===== src/rtl/bkb_pkg.sv =====
// Package: register map, field layout and reset values of the channel B match block
package bkb_pkg;

    // ************************************************************
    // Register byte offsets
    // ************************************************************
    localparam logic [7:0] OFF_TARGET_ADDR = 8'h00;
    localparam logic [7:0] OFF_ADDR_MASK   = 8'h04;
    localparam logic [7:0] OFF_TARGET_DATA = 8'h08;
    localparam logic [7:0] OFF_DATA_MASK   = 8'h0c;
    localparam logic [7:0] OFF_QUALIFIER   = 8'h10;
    localparam logic [7:0] OFF_MATCH_FLAGS = 8'h14;
    localparam logic [7:0] OFF_INT_MASK    = 8'h18;

    // ************************************************************
    // Qualifier field positions
    // ************************************************************
    localparam int QUAL_BUS_POS  = 6;
    localparam int QUAL_FD_POS   = 4;
    localparam int QUAL_DIR_POS  = 2;
    localparam int QUAL_SIZE_POS = 0;
    localparam int QUAL_WIDTH    = 8;

    // Match flag positions inside the flag register
    localparam int FLAG_LOCAL_POS    = 14;
    localparam int FLAG_INTERNAL_POS = 12;

    // ************************************************************
    // Reset values
    // ************************************************************
    localparam logic [31:0] RST_WORD = 32'h0000_0000;
    localparam logic [7:0]  RST_QUAL = 8'h00;

    // ************************************************************
    // Field encodings
    // ************************************************************
    typedef enum logic [1:0] {
        BKB_BUS_OFF      = 2'h0,
        BKB_BUS_LOCAL    = 2'h1,
        BKB_BUS_INTERNAL = 2'h2,
        BKB_BUS_LOCAL2   = 2'h3
    } bkb_bus_sel_t;

    typedef enum logic [1:0] {
        BKB_SIZE_ANY  = 2'h0,
        BKB_SIZE_BYTE = 2'h1,
        BKB_SIZE_WORD = 2'h2,
        BKB_SIZE_LONG = 2'h3
    } bkb_size_t;

endpackage : bkb_pkg


===== src/rtl/bkb_match.sv =====
// Channel B break-condition registers, comparators and sticky match flags
//
// Decided for this implementation: the APB register port and the register addresses.
`timescale 1ns/1ps

module bkb_match
    import bkb_pkg::*;
(
    // APB slave
    input  wire logic        pclk,
    input  wire logic        presetn,
    input  wire logic        psel,
    input  wire logic        penable,
    input  wire logic        pwrite,
    input  wire logic [7:0]  paddr,
    input  wire logic [31:0] pwdata,
    output logic      [31:0] prdata,
    output logic             pready,
    output logic             pslverr,
    // Local bus cycle
    input  wire logic        lcl_valid,
    input  wire logic [31:0] local_address_bus,
    input  wire logic [31:0] local_data_bus,
    input  wire logic        lcl_fetch,
    input  wire logic        lcl_write,
    input  wire logic [1:0]  lcl_size,
    // Internal bus cycle
    input  wire logic        int_valid,
    input  wire logic [31:0] internal_address_bus,
    input  wire logic [31:0] internal_data_bus,
    input  wire logic        int_fetch,
    input  wire logic        int_write,
    input  wire logic [1:0]  int_size,
    // Match results
    output logic             local_bus_match_flag_chan2,
    output logic             internal_bus_match_flag_chan2,
    output logic             irq
);

    // ************************************************************
    // Registers
    // ************************************************************
    logic [31:0]           chan_b_target_address_reg;
    logic [31:0]           chan_b_address_mask_reg;
    logic [31:0]           chan_b_target_data_reg;
    logic [31:0]           chan_b_data_mask_reg;
    logic [QUAL_WIDTH-1:0] chan_b_cycle_qualifier_reg;
    logic [1:0]            int_mask_reg;
    logic                  flag_local_reg;
    logic                  flag_internal_reg;

    logic       wr_en;
    logic       rd_en;
    logic       wr_target_addr;
    logic       wr_addr_mask;
    logic       wr_target_data;
    logic       wr_data_mask;
    logic       wr_qualifier;
    logic       wr_flags;
    logic       wr_int_mask;
    logic       addr_hit;
    logic [1:0] match_hit;
    logic [1:0] bus_want;
    logic [1:0] bus_sel;
    logic [1:0] fd_sel;
    logic [1:0] dir_sel;
    logic [1:0] size_sel;

    // Zero-wait slave: every access completes in its first access cycle
    assign pready  = 1'b1;
    assign wr_en   = psel && penable && pwrite;
    // Read word is captured in setup so it stands through the access phase
    assign rd_en   = psel && !penable && !pwrite;
    assign pslverr = psel && penable && !addr_hit;

    always_comb begin
        unique case (paddr)
            OFF_TARGET_ADDR, OFF_ADDR_MASK, OFF_TARGET_DATA, OFF_DATA_MASK,
            OFF_QUALIFIER, OFF_MATCH_FLAGS, OFF_INT_MASK: addr_hit = 1'b1;
            default: addr_hit = 1'b0;
        endcase
    end

    // ************************************************************
    // Write strobes
    // ************************************************************
    assign wr_target_addr = wr_en && (paddr == OFF_TARGET_ADDR);
    assign wr_addr_mask   = wr_en && (paddr == OFF_ADDR_MASK);
    assign wr_target_data = wr_en && (paddr == OFF_TARGET_DATA);
    assign wr_data_mask   = wr_en && (paddr == OFF_DATA_MASK);
    assign wr_qualifier   = wr_en && (paddr == OFF_QUALIFIER);
    assign wr_flags       = wr_en && (paddr == OFF_MATCH_FLAGS);
    assign wr_int_mask    = wr_en && (paddr == OFF_INT_MASK);

    // ************************************************************
    // Configuration registers
    // ************************************************************
    always_ff @(posedge pclk or negedge presetn) begin
        if (!presetn) begin
            chan_b_target_address_reg <= RST_WORD;
        end else if (wr_target_addr) begin
            chan_b_target_address_reg <= pwdata;
        end
    end

    always_ff @(posedge pclk or negedge presetn) begin
        if (!presetn) begin
            chan_b_address_mask_reg <= RST_WORD;
        end else if (wr_addr_mask) begin
            chan_b_address_mask_reg <= pwdata;
        end
    end

    always_ff @(posedge pclk or negedge presetn) begin
        if (!presetn) begin
            chan_b_target_data_reg <= RST_WORD;
        end else if (wr_target_data) begin
            chan_b_target_data_reg <= pwdata;
        end
    end

    always_ff @(posedge pclk or negedge presetn) begin
        if (!presetn) begin
            chan_b_data_mask_reg <= RST_WORD;
        end else if (wr_data_mask) begin
            chan_b_data_mask_reg <= pwdata;
        end
    end

    always_ff @(posedge pclk or negedge presetn) begin
        if (!presetn) begin
            chan_b_cycle_qualifier_reg <= RST_QUAL;
        end else if (wr_qualifier) begin
            // Upper qualifier bits are not stored at all
            chan_b_cycle_qualifier_reg <= pwdata[QUAL_WIDTH-1:0];
        end
    end

    always_ff @(posedge pclk or negedge presetn) begin
        if (!presetn) begin
            int_mask_reg <= 2'h0;
        end else if (wr_int_mask) begin
            int_mask_reg <= {pwdata[FLAG_LOCAL_POS], pwdata[FLAG_INTERNAL_POS]};
        end
    end

    // ************************************************************
    // Cycle qualification and comparison
    // ************************************************************
    assign bus_sel  = chan_b_cycle_qualifier_reg[QUAL_BUS_POS +: 2];
    assign fd_sel   = chan_b_cycle_qualifier_reg[QUAL_FD_POS +: 2];
    assign dir_sel  = chan_b_cycle_qualifier_reg[QUAL_DIR_POS +: 2];
    assign size_sel = chan_b_cycle_qualifier_reg[QUAL_SIZE_POS +: 2];

    // Index 1 is the local bus, index 0 the internal bus
    always_comb begin
        unique case (bkb_bus_sel_t'(bus_sel))
            BKB_BUS_OFF:      bus_want = 2'b00;
            BKB_BUS_LOCAL:    bus_want = 2'b10;
            BKB_BUS_INTERNAL: bus_want = 2'b01;
            BKB_BUS_LOCAL2:   bus_want = 2'b10;
        endcase
    end

    genvar g;
    generate
        for (g = 0; g < 2; g++) begin : g_bus
            logic        cyc_valid;
            logic [31:0] cyc_addr;
            logic [31:0] cyc_data;
            logic        cyc_fetch;
            logic        cyc_write;
            logic [1:0]  cyc_size;
            logic        fd_ok;
            logic        dir_ok;
            logic        addr_ok;
            logic        data_ok;
            logic [3:0]  lane_eq;

            assign cyc_valid = (g == 1) ? lcl_valid : int_valid;
            assign cyc_addr  = (g == 1) ? local_address_bus : internal_address_bus;
            assign cyc_data  = (g == 1) ? local_data_bus : internal_data_bus;
            assign cyc_fetch = (g == 1) ? lcl_fetch : int_fetch;
            assign cyc_write = (g == 1) ? lcl_write : int_write;
            assign cyc_size  = (g == 1) ? lcl_size : int_size;

            // A zero field means no cycle of that kind qualifies
            assign fd_ok  = cyc_fetch ? fd_sel[0] : fd_sel[1];
            assign dir_ok = cyc_write ? dir_sel[1] : dir_sel[0];

            assign addr_ok = ((cyc_addr ^ chan_b_target_address_reg)
                              & ~chan_b_address_mask_reg) == 32'h0000_0000;

            // Masked equality per byte lane; the size code picks the lanes
            for (genvar k = 0; k < 4; k++) begin : g_lane
                assign lane_eq[k] = ((cyc_data[8*k +: 8] ^ chan_b_target_data_reg[8*k +: 8])
                                     & ~chan_b_data_mask_reg[8*k +: 8]) == 8'h00;
            end

            // Data only takes part once a size is programmed; byte compare
            // looks at the low lane, relying on software replicating it
            always_comb begin
                unique case (bkb_size_t'(size_sel))
                    BKB_SIZE_ANY:  data_ok = 1'b1;
                    BKB_SIZE_BYTE: data_ok = (cyc_size == BKB_SIZE_BYTE) && lane_eq[0];
                    BKB_SIZE_WORD: data_ok = (cyc_size == BKB_SIZE_WORD) && (&lane_eq[1:0]);
                    BKB_SIZE_LONG: data_ok = (cyc_size == BKB_SIZE_LONG) && (&lane_eq);
                endcase
            end

            assign match_hit[g] = cyc_valid && bus_want[g] && fd_ok && dir_ok
                                  && addr_ok && data_ok;
        end
    endgenerate

    // ************************************************************
    // Sticky match flags: a hit wins over a clear in the same cycle
    // ************************************************************
    always_ff @(posedge pclk or negedge presetn) begin
        if (!presetn) begin
            flag_local_reg <= 1'b0;
        end else if (match_hit[1]) begin
            flag_local_reg <= 1'b1;
        end else if (wr_flags && !pwdata[FLAG_LOCAL_POS]) begin
            flag_local_reg <= 1'b0;
        end
    end

    always_ff @(posedge pclk or negedge presetn) begin
        if (!presetn) begin
            flag_internal_reg <= 1'b0;
        end else if (match_hit[0]) begin
            flag_internal_reg <= 1'b1;
        end else if (wr_flags && !pwdata[FLAG_INTERNAL_POS]) begin
            flag_internal_reg <= 1'b0;
        end
    end

    assign local_bus_match_flag_chan2    = flag_local_reg;
    assign internal_bus_match_flag_chan2 = flag_internal_reg;
    assign irq = (flag_local_reg && int_mask_reg[1]) || (flag_internal_reg && int_mask_reg[0]);

    // ************************************************************
    // Read data
    // ************************************************************
    always_ff @(posedge pclk or negedge presetn) begin
        if (!presetn) begin
            prdata <= RST_WORD;
        end else if (rd_en) begin
            prdata <= RST_WORD;
            unique case (paddr)
                OFF_TARGET_ADDR: prdata <= chan_b_target_address_reg;
                OFF_ADDR_MASK:   prdata <= chan_b_address_mask_reg;
                OFF_TARGET_DATA: prdata <= chan_b_target_data_reg;
                OFF_DATA_MASK:   prdata <= chan_b_data_mask_reg;
                OFF_QUALIFIER:   prdata <= {24'h00_0000, chan_b_cycle_qualifier_reg};
                OFF_MATCH_FLAGS: begin
                    prdata[FLAG_LOCAL_POS]    <= flag_local_reg;
                    prdata[FLAG_INTERNAL_POS] <= flag_internal_reg;
                end
                OFF_INT_MASK: begin
                    prdata[FLAG_LOCAL_POS]    <= int_mask_reg[1];
                    prdata[FLAG_INTERNAL_POS] <= int_mask_reg[0];
                end
                default: ;
            endcase
        end
    end

endmodule : bkb_match


===== config.mk =====
export PLATFORM = sky130hd
export DESIGN_NAME = bkb_match
export DESIGN_NICKNAME = d
export VERILOG_FILES = /design/src/rtl/bkb_pkg.sv /design/src/rtl/bkb_match.sv
export SDC_FILE = /design/constraint.sdc
export NUM_CORES = 1
export LEC_CHECK = 0
export BUFFER_PORTS_ARGS = -buffer_cell sky130_fd_sc_hd__buf_4
export CAP_MARGIN = 20
export CORE_MARGIN = 10
export CORE_UTILIZATION = 40
export CTS_CLUSTER_DIAMETER = 100
export DETAILED_ROUTE_END_ITERATION = 8
export GPL_TIMING_DRIVEN = 0
export MAX_ROUTING_LAYER = met4
export PLACE_DENSITY = 0.61
export SYNTH_ARGS = -nofsm -noshare
export SYNTH_HDL_FRONTEND = slang
export SYNTH_SLANG_ARGS = --single-unit

===== constraint.sdc =====
create_clock -name pclk -period 2.8 [get_ports pclk]
set_input_delay 0.14 -clock pclk [delete_from_list [all_inputs] [get_ports pclk]]
set_output_delay 0.14 -clock pclk [all_outputs]
set_load 0.01 [all_outputs]

==> metrics.yaml <==
power:
  p_comb_frac: 0.148
  power.total_uw: 5931
  swShare: 0.2585
  p_int_uw: 4398
  power_switching_uw: 1533
  power_frac_seq: 0.451
  p_leak_uw: 0.005734
  vdd_drop_max_uv: 369.8
  pwr-share-clk: 0.401
  power-per-cell-area_nw_per_um2: 478.1
finish:
  nNetsFinal: 1218
  multi_input_area_sq_um: 4901
  seq_area_sq_um: 4304
  nFillCells: 2117
  area_growth_pct: 31.34
  layout-drive-gt1-share: 0.3769
timing:
  fin_setup_tns_ns: 0
  whs_ns: 0.2692
  final.min_clock_period_ns: 2.151
  worstMarginPinSlew_ns: 0.7991
  report.final.slew_viol_count: 0
  final-hold-violation-count: 0
  skew_ns: 0.008786
  fmaxAchievable_ghz: 0.4648
  max_slew_margin: 0.4643
  finalCritPeriodShare: 0.7683
  setup_violations: 0
  rsz0062_at_grt: "no"
logic_synthesis:
  synth_top_cell_by_area: "dfrtp_1"
  ys_async_sr_fraction: 1.000
  synth_top_area_frac: 0.4557
  synth-edff-count: 0
  yosysMostFrequentCell: "dfrtp_1"
  synthesis.area_sq_um: 9445
  synth-seq-cells: 172
  syn_inst: 766
  synth.distinct_cells: 42
  synth_common_cells: "dfrtp_1 (172), xnor2_1 (128), mux2_4 (90)"
  syn_avg_cell_area_sq_um: 12.33
  ys.warnings.count: 0
  synth-main-ff-cell: "dfrtp_1"
  seq_area_frac_synth: 0.4557
  synthTopCellsByArea: "dfrtp_1 (46%), mux2_4 (14%), xnor2_1 (12%), a22oi_1 (4.3%), o22ai_1 (3.8%)"
  syn-num-nets: 949
route:
  viasPerCell: 5.548
  wl_per_cell_microns: 25.74
  drtIter0Drc: 700
  vias: 7589
  dr.pass1.iters: 5
  wirelength_microns: 35210
  drc_errors: 0
  drtAntennaViolNets: 0
global_routing:
  grt_max_degree: 94
  overflow: 0
  antenna_found_initial: 1
  grt_pass1_wl_microns: 51680
  grt_pass1_vias: 8157
  track_usage: 0.2341
worst_setup_path:
  slowest_delay_ns: 0.47
  critPathMostFrequentCell: "o21ai_0"
  cp.depth: 7
  slowest_stage: "nor4_1"
  r2r_end: "internal_bus_match_flag_chan2"
  rrSetupSlack_ns: 0.65
  regToRegStartpoint: "chan_b_target_data_reg[17]"
  crit_buf_inv: 0
  worst_ep_arrival_time_ns: 2.52
  cp_max_fo: 4
  r2r_cells: 7
  critPathKind: "reg2reg"
  path_delay_family: "compound AO/OA/AOI/OAI gates"
  crit_chain: "xnor2_1, o22ai_1, nor4_1, a31oi_1, o21ai_0, a21oi_1, o21ai_0"
  crit_path_end_kind: "register"
  cp.required_ns: 3.16
  critPathLaunchType: "register"
floorplan:
  die-area_sq_um: 30160
  io_pins: 220
  rows: 56
  core_area_sq_um: 23330
  fp.dieW_microns: 173.7
  die_h_microns: 173.7
  start_util: 0.4048
hold_path:
  hold_class: "in2reg"
  min_to: "internal_bus_match_flag_chan2"
  hold_start: "internal_address_bus[23]"
  holdPathStages: 6
clock_network:
  path_clk_slew_ns: 0.07
  clock_sinks: 172
  cts_tree: "built"
  h-tree-depth: 4
  cts_root_buf: "clkbuf_16"
  post_cts_buffers: 0
  insertion_delay_ns: 0.44
  cts_inserted_buffers: 17
  clockBufferDepth: 2
placed_design:
  dp_hpwl_microns: 26950
  gp_congestion: 0.8844
  io_buffers: 216
job:
  maxCapViolCount: 0
outcome:
  status: "finished clean"
## layout make-up
cell class | instances | area share
multi-input combinational | 557 | 0.3951
antenna | 1 | 0.0002017
tap | 319 | 0.03217
buffer | 37 | 0.01936
timing repair buffer | 250 | 0.1602
sequential | 172 | 0.3470
clock inverter | 10 | 0.009481
clock buffer | 22 | 0.03661
## through the flow
| step | utilization | instances | setup slack [ns] | cell area (sq um) |
|---|---|---|---|---|
| after global placement | 0.4914 | 1301 | 0.5050 | 11470 |
| final | 0.5317 | 1368 | 0.6487 | 12410 |
| after CTS | 0.5316 | 1367 | 0.6912 | 12400 |
| after floorplan | - | 766 | 1.113 | 9445 |
| after detailed placement | 0.4929 | 1302 | 0.5815 | 11500 |
| after global routing | 0.5317 | 1368 | 0.5006 | 12410 |
## cells in the final DEF, fill, tap and decap left out, types with 3 or more instances in the layout
master           n
a31oi_1         27
nor2_1          54
and2_1           3
mux2i_1          3
o22ai_1         58
buf_6           10
a22o_1           3
clkbuf_1        17
nor4_1          10
clkinvlp_4       4
xnor2_1        128
a21oi_1         10
buf_2            9
nor3_1           6
clkbuf_16       17
dfrtp_1        172
a221oi_1        10
mux2_1          30
nand2_1          7
buf_4          219
a22oi_1         54
mux2_2          27
dlygate4sd3_1   33
mux2_4          90
o21ai_0          8
## per-layer routing
metal | global-route usage | share of wire
met2 | 0.3639 | 0.48
met1 | 0.3045 | 0.44
met4 | 0.07089 | 0.022
met5 | - | 0
met3 | 0.04400 | 0.058
## power by group through the flow
stage | sequential, uW | combinational [uW] | clock, uW
floorplan | 2730 | 283 | 0
global placement | 2720 | 831 | 0
detailed placement | 2720 | 841 | 0
CTS | 2680 | 884 | 2380
global route | 2690 | 944 | 2480
finish | 2680 | 877 | 2380
## repair_timing
action	CTS	global route
gates resized for setup	0	0
hold buffers	33	0
endpoints found under the hold margin	208	0
## worst max path at each step
stage	slack [ns]	start	endpoint
after CTS	0.69	chan_b_target_data_reg[17]	internal_bus_match_flag_chan2
after global routing	0.50	chan_b_target_data_reg[17]	internal_bus_match_flag_chan2
final	0.65	chan_b_target_data_reg[17]	internal_bus_match_flag_chan2
after global placement	0.50	presetn	prdata[2]
after detailed placement	0.58	paddr[1]	chan_b_target_data_reg[5]
after floorplan	1.11	paddr[1]	chan_b_target_data_reg[10]
## worst reg2reg max path, delay by kind of cell (launching register included)
family / cells / cell delay [ns]
AOI/OAI and AO/OA: 5 / 0.90
xor gates and xnor gates: 1 / 0.28
DFF: 1 / 0.43
and+or+nand+nor: 1 / 0.47
## cells by family (layout without fill, tap and decap cells)
logic type,after synthesis,count (layout),share of synthesized area
compound gates,176,176,0.1264
flops,172,172,0.4557
mux,150,150,0.2142
xor+xnor,128,128,0.1187
simple gates,102,102,0.05921
buf+inv,37,319,0.02543
other cells,1,2,0.0003970
Note: power is estimated with default switching activity, not from simulation.
